`src/logic/ccp_pkg.sv`:
```
// Constants, register map and types for the I2C configuration port
package ccp_pkg;
  localparam int unsigned NREG = 6;
  localparam logic [7:0] REG_GEN_CTRL   = 8'h00;
  localparam logic [7:0] REG_VARIANT_ID = 8'h01;
  localparam logic [7:0] REG_XTAL_TRIM  = 8'h02;
  localparam logic [7:0] REG_PLLC_REF   = 8'h03;
  localparam logic [7:0] REG_PLLC_FB_LO = 8'h04;
  localparam logic [7:0] REG_PLLC_FB_HI = 8'h05;
  // Reset values
  localparam logic [7:0] RST_GEN_CTRL   = 8'h00;
  localparam logic [7:0] RST_VARIANT_ID = 8'h00;
  localparam logic [7:0] RST_XTAL_TRIM  = 8'h11;
  localparam logic [7:0] RST_PLLC_REF   = 8'h19;
  localparam logic [7:0] RST_PLLC_FB_LO = 8'hE0;
  localparam logic [7:0] RST_PLLC_FB_HI = 8'h11;
  // Field positions of the general control register
  localparam int unsigned B_NVM_PROG  = 7;
  localparam int unsigned B_ADDR_HI   = 6;
  localparam int unsigned B_ADDR_LO   = 5;
  localparam int unsigned B_SPREAD    = 4;
  localparam int unsigned B_OD1_SRC   = 3;
  localparam int unsigned B_PLLC_REF  = 2;
  localparam int unsigned B_NVM_LOCK  = 0;
  localparam logic [7:0]  GEN_WMASK   = 8'hFD;
  // Register 03h fields and the divider width of register 05h
  localparam int unsigned B_BYP_ONE   = 7;
  localparam int unsigned B_BYP_TWO   = 6;
  localparam int unsigned MDIV_W      = 6;
  localparam int unsigned FBHI_W      = 3;
  // Bus address base (7-bit form of D0)
  localparam logic [6:0]  ADDR_BASE   = 7'h68;
  localparam logic [2:0]  BIT_LAST    = 3'h7;
  typedef enum logic [2:0] {
    ST_IDLE, ST_ADDR, ST_ACK_ADDR, ST_WDATA, ST_ACK_W, ST_RDATA, ST_ACK_R
  } ccp_state_t;
  typedef struct packed {
    ccp_state_t             st;
    logic [2:0]             bitn;
    logic [7:0]             shf;
    logic                   rw;
    logic                   have_ptr;
    logic [7:0]             ptr;
    logic [NREG-1:0][7:0]   regs;
    logic [NREG-1:0][7:0]   stage;
    logic [NREG-1:0]        dirty;
    logic [2:0]             s_scl;
    logic [2:0]             s_sda;
    logic                   sda_oe_n;
  } ccp_st_t;
endpackage

```
`src/logic/ccp_port.sv`:
```
// I2C target port with staged register bank
`timescale 1ns/100ps
module ccp_port
  import ccp_pkg::*;
(
  // Clock and reset
  input  wire logic       clk_i,
  input  wire logic       srst_i,
  // I2C pins (open drain, oe low means pulling low)
  input  wire logic       scl_i,
  input  wire logic       sda_i,
  output logic            sda_o,
  output logic            sda_oe_n_o,
  // Control outputs
  output logic            nvm_programmed_o,
  output logic [1:0]      addr_select_o,
  output logic            pll_a_spread_enable_o,
  output logic            outdiv_one_source_select_o,
  output logic            pll_c_reference_select_o,
  output logic            nvm_write_lock_o,
  output logic [7:0]      variant_identifier_o,
  output logic [7:0]      crystal_load_trim_o,
  output logic            pll_c_ref_bypass_one_o,
  output logic            pll_c_ref_bypass_two_o,
  output logic [5:0]      pll_c_ref_div_o,
  output logic [10:0]     pll_c_fb_div_o
);
  ccp_st_t r_reg, r_next;

  // Pointer in range
  function automatic logic valid(input logic [7:0] a);
    return a < 8'(NREG);
  endfunction

  // Byte shown for a read; past the bank the port answers zero, so a
  // long block read never picks up a stale shifter value
  function automatic logic [7:0] rd_byte(input logic [NREG-1:0][7:0] bank,
                                         input logic [7:0]            a);
    return valid(a) ? bank[a[2:0]] : 8'h00;
  endfunction

  logic scl_rise, scl_fall, start_c, stop_c, scl_s, sda_s;
  logic [6:0] my_addr;
  // Synchronised levels come from the second stage onward only
  assign scl_s    = r_reg.s_scl[1];
  assign sda_s    = r_reg.s_sda[1];
  assign scl_rise = r_reg.s_scl[1] & ~r_reg.s_scl[2];
  assign scl_fall = ~r_reg.s_scl[1] & r_reg.s_scl[2];
  assign start_c  = scl_s & r_reg.s_scl[2] & ~sda_s & r_reg.s_sda[2];
  assign stop_c   = scl_s & r_reg.s_scl[2] & sda_s & ~r_reg.s_sda[2];
  // Address picked by control bits 6:5
  assign my_addr  = ADDR_BASE + 7'(
                    r_reg.regs[REG_GEN_CTRL][B_ADDR_HI:B_ADDR_LO]);

  // Protocol and register state update
  always_comb begin
    r_next = r_reg;
    r_next.s_scl = {r_reg.s_scl[1:0], scl_i};
    r_next.s_sda = {r_reg.s_sda[1:0], sda_i};
    if (stop_c) begin
      // Commit all staged bytes at once
      for (int i = 0; i < NREG; i++) begin
        if (r_reg.dirty[i]) begin
          r_next.regs[i] = r_reg.stage[i];
        end
      end
      r_next.regs[REG_GEN_CTRL] =
        r_next.regs[REG_GEN_CTRL] & GEN_WMASK;
      r_next.regs[REG_PLLC_FB_HI][7:FBHI_W] =
        r_reg.regs[REG_PLLC_FB_HI][7:FBHI_W];
      r_next.dirty    = '0;
      r_next.st       = ST_IDLE;
      r_next.sda_oe_n = 1'b1;
    end else if (start_c) begin
      // Clear the shifter: a leftover byte would pass for an address
      r_next.st       = ST_ADDR;
      r_next.shf      = '0;
      r_next.bitn     = '0;
      r_next.sda_oe_n = 1'b1;
    end else begin
      case (r_reg.st)
        ST_IDLE: begin
          r_next.sda_oe_n = 1'b1;
        end
        ST_ADDR, ST_WDATA: begin
          if (scl_rise) begin
            r_next.shf  = {r_reg.shf[6:0], sda_s};
            r_next.bitn = r_reg.bitn + 3'h1;
          end
          // The SCL fall just after a start finds an empty shifter and
          // is skipped; only the fall after eight bits takes the address
          if (scl_fall && r_reg.bitn == '0 && r_reg.shf != '0
              && r_reg.st == ST_ADDR) begin
            if (r_reg.shf[7:1] == my_addr) begin
              r_next.rw       = r_reg.shf[0];
              r_next.have_ptr = 1'b0;
              r_next.sda_oe_n = 1'b0;
              r_next.st       = ST_ACK_ADDR;
            end else begin
              r_next.st = ST_IDLE;
            end
          end else if (scl_fall && r_reg.bitn == '0
                       && r_reg.st == ST_WDATA) begin
            r_next.sda_oe_n = 1'b0;
            r_next.st       = ST_ACK_W;
            if (!r_reg.have_ptr) begin
              r_next.ptr      = r_reg.shf;
              r_next.have_ptr = 1'b1;
            end else begin
              if (valid(r_reg.ptr)) begin
                r_next.stage[r_reg.ptr[2:0]] = r_reg.shf;
                r_next.dirty[r_reg.ptr[2:0]] = 1'b1;
              end
              r_next.ptr = r_reg.ptr + 8'h01;
            end
          end
        end
        ST_ACK_ADDR, ST_ACK_W: begin
          if (scl_fall) begin
            if (r_reg.st == ST_ACK_ADDR && r_reg.rw) begin
              r_next.shf      = rd_byte(r_reg.regs, r_reg.ptr);
              r_next.sda_oe_n = r_next.shf[7];
              r_next.bitn     = '0;
              r_next.st       = ST_RDATA;
            end else begin
              r_next.sda_oe_n = 1'b1;
              r_next.bitn     = '0;
              r_next.shf      = '0;
              r_next.st       = ST_WDATA;
            end
          end
        end
        ST_RDATA: begin
          if (scl_fall) begin
            if (r_reg.bitn == BIT_LAST) begin
              r_next.sda_oe_n = 1'b1;
              r_next.ptr      = r_reg.ptr + 8'h01;
              r_next.st       = ST_ACK_R;
            end else begin
              r_next.shf      = {r_reg.shf[6:0], 1'b0};
              r_next.sda_oe_n = r_reg.shf[6];
              r_next.bitn     = r_reg.bitn + 3'h1;
            end
          end
        end
        ST_ACK_R: begin
          if (scl_rise) begin
            r_next.rw = ~sda_s; // Nack ends the block
          end
          if (scl_fall) begin
            if (r_reg.rw) begin
              r_next.shf      = rd_byte(r_reg.regs, r_reg.ptr);
              r_next.sda_oe_n = r_next.shf[7];
              r_next.bitn     = '0;
              r_next.st       = ST_RDATA;
            end else begin
              r_next.st = ST_IDLE;
            end
          end
        end
        default: r_next.st = ST_IDLE;
      endcase
    end
  end

  // State register with defaults loaded on reset
  always_ff @(posedge clk_i) begin
    if (srst_i) begin
      // Only the divider bits of the feedback high default are kept
      r_reg <= '{st: ST_IDLE, bitn: '0, shf: '0, rw: 1'b0, have_ptr: 1'b0,
                 ptr: '0,
                 regs: {8'(RST_PLLC_FB_HI[FBHI_W-1:0]), RST_PLLC_FB_LO,
                        RST_PLLC_REF, RST_XTAL_TRIM, RST_VARIANT_ID,
                        RST_GEN_CTRL},
                 stage: '0, dirty: '0, s_scl: 3'h7, s_sda: 3'h7,
                 sda_oe_n: 1'b1};
    end else begin
      r_reg <= r_next;
    end
  end

  // Pin outputs: SDA is open drain, so its data side is tied low and only
  // the registered enable moves, which keeps glitches off the bus
  assign sda_o      = 1'b0;
  assign sda_oe_n_o = r_reg.sda_oe_n;

  // General control fields, straight from the committed byte
  assign nvm_programmed_o           =
    r_reg.regs[REG_GEN_CTRL][B_NVM_PROG];
  assign addr_select_o              =
    r_reg.regs[REG_GEN_CTRL][B_ADDR_HI:B_ADDR_LO];
  assign pll_a_spread_enable_o      =
    r_reg.regs[REG_GEN_CTRL][B_SPREAD];
  assign outdiv_one_source_select_o =
    r_reg.regs[REG_GEN_CTRL][B_OD1_SRC];
  assign pll_c_reference_select_o   =
    r_reg.regs[REG_GEN_CTRL][B_PLLC_REF];
  assign nvm_write_lock_o           =
    r_reg.regs[REG_GEN_CTRL][B_NVM_LOCK];

  // Identifier and crystal trim are plain bytes
  assign variant_identifier_o       = r_reg.regs[REG_VARIANT_ID];
  assign crystal_load_trim_o        = r_reg.regs[REG_XTAL_TRIM];

  // Third PLL dividers; the feedback value spans two bytes, which only
  // move together at a stop, so the divider never sees a half update
  assign pll_c_ref_bypass_one_o     =
    r_reg.regs[REG_PLLC_REF][B_BYP_ONE];
  assign pll_c_ref_bypass_two_o     =
    r_reg.regs[REG_PLLC_REF][B_BYP_TWO];
  assign pll_c_ref_div_o            =
    r_reg.regs[REG_PLLC_REF][MDIV_W-1:0];
  assign pll_c_fb_div_o             =
    {r_reg.regs[REG_PLLC_FB_HI][FBHI_W-1:0],
     r_reg.regs[REG_PLLC_FB_LO]};

  // Committed bytes move only at a stop
  chk_commit_on_stop: assert property (@(posedge clk_i)
    disable iff (srst_i) !stop_c |=> $stable(r_reg.regs))
    else $error("registers changed without a stop");

  // A stop empties the stage and frees the bus
  chk_commit_clear: assert property (@(posedge clk_i)
    disable iff (srst_i) stop_c |=> (r_reg.dirty == '0
      && r_reg.st == ST_IDLE && r_reg.sda_oe_n))
    else $error("stop left the port busy");

  // A start clears the shifter, so no stale byte is taken as an address
  chk_start_clear: assert property (@(posedge clk_i)
    disable iff (srst_i) start_c |=> (r_reg.st == ST_ADDR
      && r_reg.shf == '0 && r_reg.bitn == '0))
    else $error("start did not reset the shifter");

  // Address ack follows a matching address
  chk_addr_ack: assert property (@(posedge clk_i)
    disable iff (srst_i) (r_reg.st == ST_ACK_ADDR) |-> !r_reg.sda_oe_n)
    else $error("address ack not driven");

  // A foreign address is left alone until the next start
  chk_addr_foreign: assert property (@(posedge clk_i)
    disable iff (srst_i) (r_reg.st == ST_ADDR && scl_fall
      && r_reg.bitn == '0 && r_reg.shf != '0 && !start_c && !stop_c
      && r_reg.shf[7:1] != my_addr) |=> (r_reg.st == ST_IDLE
      && sda_oe_n_o))
    else $error("foreign address not ignored");

  // Write ack drives low
  chk_data_ack: assert property (@(posedge clk_i)
    disable iff (srst_i) (r_reg.st == ST_ACK_W) |-> !sda_oe_n_o)
    else $error("write ack missing");

  // The master owns SDA while a write byte comes in
  chk_wdata_release: assert property (@(posedge clk_i)
    disable iff (srst_i) (r_reg.st == ST_WDATA) |-> sda_oe_n_o)
    else $error("driving during a write byte");

  // First byte after a write address loads the pointer
  chk_ptr_load: assert property (@(posedge clk_i)
    disable iff (srst_i) (r_reg.st == ST_WDATA && r_next.st == ST_ACK_W
      && !r_reg.have_ptr) |=> (r_reg.have_ptr
      && r_reg.ptr == $past(r_reg.shf)))
    else $error("pointer not loaded");

  // Each data byte moves the pointer on by one
  chk_ptr_write_adv: assert property (@(posedge clk_i)
    disable iff (srst_i) (r_reg.st == ST_WDATA && r_next.st == ST_ACK_W
      && r_reg.have_ptr) |=> r_reg.ptr == $past(r_reg.ptr) + 8'h01)
    else $error("no advance after a write byte");

  // Reserved control bit stays zero
  chk_reserved_zero: assert property (@(posedge clk_i)
    disable iff (srst_i) (r_reg.regs[REG_GEN_CTRL] & ~GEN_WMASK) == '0)
    else $error("reserved bit set");

  // Pointer advances after a read byte
  chk_read_adv: assert property (@(posedge clk_i)
    disable iff (srst_i) (r_reg.st == ST_RDATA && r_next.st == ST_ACK_R
      && !start_c && !stop_c) |=> r_reg.ptr == $past(r_reg.ptr) + 8'h01)
    else $error("no advance after a read byte");

  // Read bits leave MSB first from the top of the shifter
  chk_read_msb: assert property (@(posedge clk_i)
    disable iff (srst_i) (r_reg.st == ST_RDATA)
      |-> (sda_oe_n_o == r_reg.shf[7]))
    else $error("read bit out of order");

  // The master owns SDA in the ack slot after a read byte
  chk_ack_r_release: assert property (@(posedge clk_i)
    disable iff (srst_i) (r_reg.st == ST_ACK_R) |-> sda_oe_n_o)
    else $error("driving in the read ack slot");

  // Release bus in idle
  chk_idle_release: assert property (@(posedge clk_i)
    disable iff (srst_i) (r_reg.st == ST_IDLE) |-> sda_oe_n_o)
    else $error("driving in idle");

  // Top address code maps onto the top bus address
  chk_addr_map: assert property (@(posedge clk_i)
    disable iff (srst_i) addr_select_o == 2'b11 |-> my_addr == 7'h6B)
    else $error("address map wrong");

  // Upper bits of the feedback high byte never take write data
  chk_fb_hi: assert property (@(posedge clk_i)
    disable iff (srst_i) stop_c |=> r_reg.regs[REG_PLLC_FB_HI][7:FBHI_W]
      == $past(r_reg.regs[REG_PLLC_FB_HI][7:FBHI_W]))
    else $error("feedback high byte upper bits moved");

  // Those bits are not built and read back as zero
  chk_fb_hi_zero: assert property (@(posedge clk_i)
    disable iff (srst_i) r_reg.regs[REG_PLLC_FB_HI][7:FBHI_W] == '0)
    else $error("feedback high byte upper bits set");
endmodule

```
`config.mk`:
```
export PLATFORM = sky130hd
export DESIGN_NAME = ccp_port
export DESIGN_NICKNAME = d
export VERILOG_FILES = /design/src/logic/ccp_pkg.sv /design/src/logic/ccp_port.sv
export SDC_FILE = /design/constraint.sdc
export NUM_CORES = 1
export LEC_CHECK = 0
export BUFFER_PORTS_ARGS = -buffer_cell sky130_fd_sc_hd__buf_2
export CORE_MARGIN = 1
export CORE_UTILIZATION = 38
export CTS_BUF_LIST = sky130_fd_sc_hd__clkbuf_16
export CTS_CLUSTER_SIZE = 20
export DETAILED_ROUTE_END_ITERATION = 7
export GPL_TIMING_DRIVEN = 0
export PLACE_DENSITY = 0.62
export SLEW_MARGIN = 40
export SYNTH_ARGS = -nofsm -noshare
export SYNTH_HDL_FRONTEND = slang
export SYNTH_SLANG_ARGS = --single-unit
export TNS_END_PERCENT = 100
```
`constraint.sdc`:
```
create_clock -name clk_i -period 3.45 [get_ports clk_i]
set_input_delay 0.345 -clock clk_i [delete_from_list [all_inputs] [get_ports clk_i]]
set_output_delay 0.345 -clock clk_i [all_outputs]
set_load 0.02 [all_outputs]
```
# After elaboration in Yosys (flattened, before gate mapping)
# Cells that the tools add are included.
# totals
reg_bits	127
input_bits	4
word_cells	152
# op_classes
n_addsub	3
magnitude_cmp	3
n_eq_ne	30
mux	44
bitwise	16
reduce_logical	33
# ops
operator	count
$mux W14	4
$mux W8	7
$bwmux W48	1
$pmux W11 S4	1
$mux W11	3
$ne A3 B3 Y1 const B	9
$bmux W8 S3	1
$demux W8 S3	1
$reduce_and A6 Y1	4
$ne A2 B2 Y1 const B	11
$reduce_and A7 Y1	3
$pmux W8 S2	1
$pmux W3 S5	1
$mux W1	13
$eq A3 B3 Y1 const B	4
$mux W12	1
$mux W3	4
$reduce_and A2 Y1	6
$reduce_bool A5 Y1	2
$mux W9	1
$add A8 B1 Y8 const B	1
$lt A8 B3 Y1 const B	1
$not A1 Y1	8
$reduce_and A8 Y1	1
other kinds (22)	40

# Logic depth before layout (Yosys ltp)
# Gate-level depths: netlist of run 1.
# depth
word_depth	8
depth_mapped	8

# Least setup slack after synthesis of run 1
# No wires, ideal clock.
# synth_timing
path_kind	register to register
from	register r_reg[127] in the netlist's numbering
to	register r_reg[15] in the netlist's numbering
setup_ps	128
arrival_ps	1798
path_slack_ps	1525
path_stages_with_launch	8
path_buffers	0
synth_period_minus_slack_ps	1925
cell_sequence	dfxtp_1 inv_1 ha_1 nor2b_1 nand4_4 nor4_4 mux2i_1 nor2_1
# synth_via
elab_chain_len	6
word_cells_on_any_way	7
# synth_rtl
item	line	source
start, declared	ccp_port.sv:28	ccp_st_t r_reg, r_next;
start signal, assigned	ccp_port.sv:170	r_reg <= '{st: ST_IDLE, bitn: '0, shf: '0, rw: 1'b0, have_ptr: 1'b0,
start signal, assigned	ccp_port.sv:178	r_reg <= r_next;
$logic_not A3 Y1 (*)	ccp_port.sv:92, ccp_port.sv:102	
$logic_and A1 B1 Y1 (*)	ccp_port.sv:92, ccp_port.sv:102	
$logic_and A1 B1 Y1	ccp_port.sv:92	if (scl_fall && r_reg.bitn == '0 && r_reg.shf != '0
$logic_and A1 B1 Y1	ccp_port.sv:93	&& r_reg.st == ST_ADDR) begin
$not A1 Y1 (no source line)	n/a	
$reduce_and A7 Y1 (no source line) (*)	n/a	
# Mark *: on every way between the ends. The rest lies on a longest branch, timed or not.
# A chain may end at the register's enable or synchronous reset.

# Worst setup path in the final report of run 1
# layout_timing
from	register r_reg[120] in the netlist's numbering
to	register r_reg (netlist bit sda_oe_n_o)
# layout_via
elab_chain_len	5
word_cells_on_any_way	9
# layout_rtl
item	line
$reduce_bool A8 Y1	ccp_port.sv:92
$logic_and A1 B1 Y1	ccp_port.sv:92
$logic_and A1 B1 Y1	ccp_port.sv:93
$ne A3 B3 Y1 (no source line) or $mux W1 (tied branches)	n/a
$reduce_and A7 Y1 (no source line) or $pmux W1 S5 (tied branches)	n/a
# Several ways; a longest one is shown, not always the timed one.

==> run summary, run 1 <==
vias: 5258
Synth Area in Compound Gates: 15.9%
register area share after synthesis: 41.6%
GP Congestion: 0.919
Synth top area share: 41.6%
CP Launch Type: flop
max reg flops: 74
largest area contributor in the netlist: dfxtp_1
Vias/cell: 5.62
Longest Clk Path Bufs: 2
P_int: 0.00245 W
Post-CTS Setup Bufs: 0
CTS Root Cell: clkbuf_16
dpl ws: 1010 ps
hold_buf cts: 0
CTS tree: built
setup tns final: 0 ps
die width: 126 microns
Worst Path Arrival: 2910 ps
worst-skew pair later-pin latency: 420 ps
Commonest cells post-synth: dfxtp_1 (121), nor2_1 (69), a21oi_1 (62), mux2i_1 (57), nand2_1 (54)
Synth Area in Adders: 0.859%
CP Capture Type: flop
drt drc: 0
switching pwr: 0.000675 W
IO Pins: 48
Yosys warning count: 0
number of synthesized register bits: 121
Total GRT Usage: 22.6%
Diodes inserted: 0
Max Slew Vio Count: 0
DRT iter0 DRCs: 501
Worst Skew: 7.08 ps
die footprint: 15800 sq um
met1 usage: 28.2%
P_leak: 2.56 nW
first-pass GRT wire length: 27100 microns
main area contributors after synthesis: dfxtp_1 (42%), mux2i_1 (9.8%), a21oi_1 (5.3%)
drt total wl: 17500 microns
DP Wirelength: 12200 microns
Clock Power Share: 52.4%
mux share of post-synthesis cell area: 10.4%
placed inst area: 6280 sq um
PwrDens: 459 nW/um^2
std cell rows: 44
Post-Syn Instances: 676
Syn Area/Cell: 8.61 sq um
RSZ-0062 raised after global routing: no
starting density of the core: 39.5%
gr busiest metal: met2
CTS buffer count: 17
Final Total Pwr: 0.00313 W
initial antenna violation count: 0
CP Data Required Time: 3800 ps
H-tree levels: 4
final period utilization: 74.4%
Layout area overhead: 17.1%
GR Util met2: 36.9%
crit-path cells: clkbuf_1 -> nor4_1 -> a2111oi_1 -> nand2_1 -> a21oi_1 -> mux2i_1
global routing usage on met3: 4.72%
layout cells sized above 1: 18.8%
nets: 748
count leader, synth: dfxtp_1
TritonRoute pass-1 iters: 5
simple-gate area share of the yosys netlist: 21.3%
Seq pwr share: 44.9%
drt wl/cell: 18.7 microns
max frequency: 390 MHz
CP max stage delay: 710 ps
final worst path period need: 2570 ps
status: complete, no violations
largest net degree at the start of global routing: 17
worst vdd ir: 310 uV
core area: 14800 sq um
Syn Nets: 684
Synth Area in XOR/XNOR: 0.451%
Gate power share: 2.6%
Async SR Flop Fraction: 0%
TritonCTS Sinks: 121
switch share: 21.6%
Crit Path Max Fanout: 10
setup ws final: 884 ps
Die Height: 126 microns
largest family of logic cells by synthesized area: simple AND/OR/NAND/NOR gates
final setup fails: 0
Port Buffers: 45
vias in the first global route: 4961
Worst-Margin Slew: 900 ps
final hold vios: 0
cell area after layout: 6820 sq um
Worst slew margin: 39.8%
Routed Antenna Nets: 0
Resized cells post-CTS: 0
GRT overflow: 0
mapped cell area: 5820 sq um
Slowest cell on crit path: a2111oi_1
post-synthesis cell type count: 59
worst min-delay path class: in -> reg
ys flop type: dfxtp_1
Post-synth EDFFs: 0
worst setup path class: reg -> reg
Max-Cap Viols: 0
Clock Pin Slew Worst Setup and Hold Paths: 50 ps
worst hold slack: 114 ps
==> metal layers <==
metal | vias to the layer above | routed length [microns]
met2 | 235 | 8190
li1 | 2484 | -
met1 | 2489 | 7710
met5 | - | 0
met4 | 0 | 628
met3 | 50 | 961
==> cells in the final DEF (no fill, tap or decap), types with 4 or more instances in the layout <==
cell type | netlist | final
a211o_1 | 9 | 9
a211oi_1 | 7 | 7
a21oi_1 | 62 | 62
a22oi_1 | 5 | 5
a2bb2oi_1 | 4 | 4
a32oi_1 | 5 | 5
and3_1 | 11 | 11
buf_2 | 14 | 59
buf_4 | 36 | 36
clkbuf_1 | 39 | 39
clkbuf_16 | 0 | 17
clkinv_1 | 0 | 5
dfxtp_1 | 121 | 121
ha_1 | 4 | 4
inv_1 | 10 | 12
mux2i_1 | 57 | 57
nand2_1 | 54 | 54
nand2b_1 | 8 | 8
nand3_1 | 44 | 44
nor2_1 | 69 | 69
nor2b_1 | 5 | 5
nor3_1 | 8 | 8
nor4_1 | 6 | 6
nor4_4 | 4 | 4
o21a_1 | 6 | 6
o21ai_0 | 20 | 20
o22ai_1 | 5 | 5
or2_2 | 8 | 8
==> worst max-delay path: cells and delay by family (launching register included) <==
kind / cells / cell delay, ps
buffers and inverters: 1 / 620
muxes: 1 / 200
and+or+nand+nor: 2 / 390
DFF: 1 / 310
AOI/OAI and AO/OA: 2 / 970
==> power groups by stage <==
stage | clock network, W | logic, W | registers [W]
floorplan | 0 | 0.0000517 | 0.00144
global placement | 0 | 0.0000796 | 0.00144
detailed placement | 0 | 0.0000802 | 0.00144
CTS | 0.00166 | 0.0000805 | 0.00141
global route | 0.00173 | 0.0000875 | 0.00141
finish | 0.00164 | 0.0000820 | 0.00141
==> logic make-up (layout without fill, tap and decap cells) <==
family          Yosys count  count (layout)
other cells               1               1
simple gates            238             238
xor+xnor                  3               3
flops                   121             121
fa+ha+maj                 4               4
buf+inv                 103             179
mux                      60              60
compound gates          146             146
==> final cells by class <==
cell class / instances / area (sq um)
clock inverters: 14 / 116
flip-flops and latches: 121 / 2420
repair buffers: 45 / 225
inverters: 10 / 37.5
fillers: 1452 / 7930
plain buffers: 93 / 509
multi-input cells: 452 / 2850
well taps: 184 / 230
clock buffers: 17 / 425
==> metrics by stage <==
stage / cells / utilization (%)
floorplan: 676 / -
global placement: 905 / 42.6
detailed placement: 905 / 42.6
CTS: 936 / 46.2
global route: 936 / 46.2
finish: 936 / 46.2
==> path summary, 6_finish.rpt <==
kind | start | end | slack (ps) | cells past startpoint
hold reg to reg | r_next[2]$_SDFF_PP1_ | r_next[3]$_SDFF_PP1_ | 410 | 1
hold / removal | scl_i | r_next[5]$_SDFF_PP1_ | 110 | 2
setup / recovery | r_reg[120]$_SDFFE_PP0P_ | sda_oe_n_o$_SDFFE_PP1P_ | 880 | 6
setup reg to reg | r_reg[120]$_SDFFE_PP0P_ | sda_oe_n_o$_SDFFE_PP1P_ | 880 | 6
Power figures use the tool's default switching activity.
==> run 2: changes to the inputs <==
==> constraint.sdc (replaced) <==
create_clock -name clk_i -period 2.6 [get_ports clk_i]
set_input_delay 0.26 -clock clk_i [delete_from_list [all_inputs] [get_ports clk_i]]
set_output_delay 0.26 -clock clk_i [all_outputs]
set_load 0.02 [all_outputs]
==> run summary, run 2 (same netlist as run 1, synthesis figures left out) <==
status: complete, no violations
setup tns final: 0 ps (unchanged)
die footprint: 15800 sq um (unchanged)
drt wl/cell: 18.8 microns (+0.38%)
final worst path period need: 2370 ps (-197 ps)
first-pass GRT wire length: 27100 microns (unchanged)
nets: 747 (-0.13%)
CP Capture Type: flop
CTS Root Cell: clkbuf_16
final period utilization: 91.1% (+17 points)
DRT iter0 DRCs: 496 (-1.0%)
worst min-delay path class: in -> reg
cell area after layout: 6820 sq um (about the same)
std cell rows: 44 (unchanged)
hold_buf cts: 0 (unchanged)
Routed Antenna Nets: 0 (unchanged)
Diodes inserted: 0 (unchanged)
H-tree levels: 4 (unchanged)
max reg flops: 74 (unchanged)
initial antenna violation count: 0 (unchanged)
most common cell after layout, fill and taps aside: dfxtp_1
Layout area overhead: 17.1% (about the same)
Worst-Margin Slew: 906 ps (+6.56 ps)
Clock Pin Slew Worst Setup and Hold Paths: 50 ps (about the same)
die width: 126 microns (unchanged)
Port Buffers: 45 (unchanged)
CP Data Required Time: 2930 ps (-870 ps)
layout cells sized above 1: 18.8% (+0.025 points)
GP Congestion: 0.919 (unchanged)
PwrDens: 610 nW/um^2 (+33%)
CTS tree: built
P_leak: 2.56 nW (about the same)
CP max stage delay: 440 ps (-270 ps)
core area: 14800 sq um (unchanged)
Resized cells post-CTS: 0 (unchanged)
starting density of the core: 39.5% (unchanged)
final hold vios: 0 (unchanged)
Worst path most repeated cell: ha_1
IO Pins: 48 (unchanged)
Fillers: 1452 (unchanged)
DP Wirelength: 12200 microns (unchanged)
vias: 5311 (+1.0%)
Total GRT Usage: 22.6% (unchanged)
worst setup path class: reg -> reg
largest net degree at the start of global routing: 17 (unchanged)
Longest Clk Path Bufs: 2 (unchanged)
GRT overflow: 0 (unchanged)
Max-Cap Viols: 0 (unchanged)
Die Height: 126 microns (unchanged)
drt total wl: 17500 microns (+0.27%)
crit-path cells: ha_1 -> ha_1 -> o21ai_0 -> a221oi_1 -> nor2_1 -> clkbuf_1 -> a21oi_1 -> a211oi_1
RSZ-0062 raised after global routing: no
vias in the first global route: 4961 (unchanged)
worst-skew pair later-pin latency: 420 ps (about the same)
Worst Skew: 7.18 ps (+0.102 ps)
Post-CTS Setup Bufs: 0 (unchanged)
worst vdd ir: 411 uV (+32%)
Final Total Pwr: 0.00416 W (+33%)
CTS buffer count: 17 (unchanged)
Max Slew Vio Count: 0 (unchanged)
Worst slew margin: 39.3% (-0.44 points)
TritonCTS Sinks: 121 (unchanged)
Crit Path Max Fanout: 10 (unchanged)
Vias/cell: 5.68 (+1.1%)
TritonRoute pass-1 iters: 5 (unchanged)
drt drc: 0 (unchanged)
Slowest cell on crit path: clkbuf_1
CP Launch Type: flop
Worst Path Arrival: 2700 ps (-210 ps)
max frequency: 422 MHz (+8.3%)
final setup fails: 0 (unchanged)
most frequent cells in the layout: dfxtp_1 (121), nor2_1 (69), a21oi_1 (62), buf_2 (59), mux2i_1 (57)
placed inst area: 6280 sq um (unchanged)
-- run 2: changes by cell type in the layout (fill, tap and decap cells not counted) --
cell	previous run	this run
clkbuf_1	39	38
-- run 2: layout make-up --
type | instances | area, sq um | share of cell area [%]
repair buffers | 45 | 225 | 3.30
inverters | 10 | 37.5 | 0.551
plain buffers | 92 | 505 | 7.42
well taps | 184 | 230 | 3.38
clock buffers | 17 | 425 | 6.24
multi-input cells | 452 | 2850 | 41.9
flip-flops and latches | 121 | 2420 | 35.5
clock inverters | 14 | 116 | 1.71
-- run 2: critical path, delay by kind of cell (launching register included) --
kind                     cells  cell delay, ps
adder cells (fa/ha/maj)      2             450
AO/OA/AOI/OAI                4             640
AND/OR/NAND/NOR              1             420
buffers and inverters        1             440
flip-flops                   1             320
-- run 2: report_power, final --
part | internal (W) | switching (W)
registers | 0.00186 | 0.00000481
logic | 0.0000263 | 0.0000820
clock network | 0.00137 | 0.000816
-- run 2: per-layer routing --
| layer | global-route usage, % | part of all wire [%] |
|---|---|---|
| met1 | 28.2 | 43 |
| met2 | 36.9 | 47 |
| met3 | 4.72 | 6.0 |
| met4 | 11.5 | 3.7 |
| met5 | 0 | 0 |
-- run 2: metrics by stage --
step           hold slack, ps  cells  worst slack [ps]  utilization (%)
2_1_floorplan             364    676               675                -
3_3_place_gp              398    905               165             42.6
3_5_place_dp              394    905               161             42.6
4_1_cts                  26.0    936               145             46.2
5_1_grt                  29.5    935              84.2             46.2
6_report                 25.2    935               231             46.2
-- run 2: path summary, 6_finish.rpt --
path	startpoint	to	slack, ps	cells after the start
worst max-delay path	r_reg[127]$_SDFFE_PP0P_	r_reg[126]$_SDFFE_PP0P_	230	8
worst min-delay path	scl_i	r_next[5]$_SDFF_PP1_	30	2
worst max register to register	r_reg[127]$_SDFFE_PP0P_	r_reg[126]$_SDFFE_PP0P_	230	8
worst min register to register	r_next[2]$_SDFF_PP1_	r_next[3]$_SDFF_PP1_	410	1
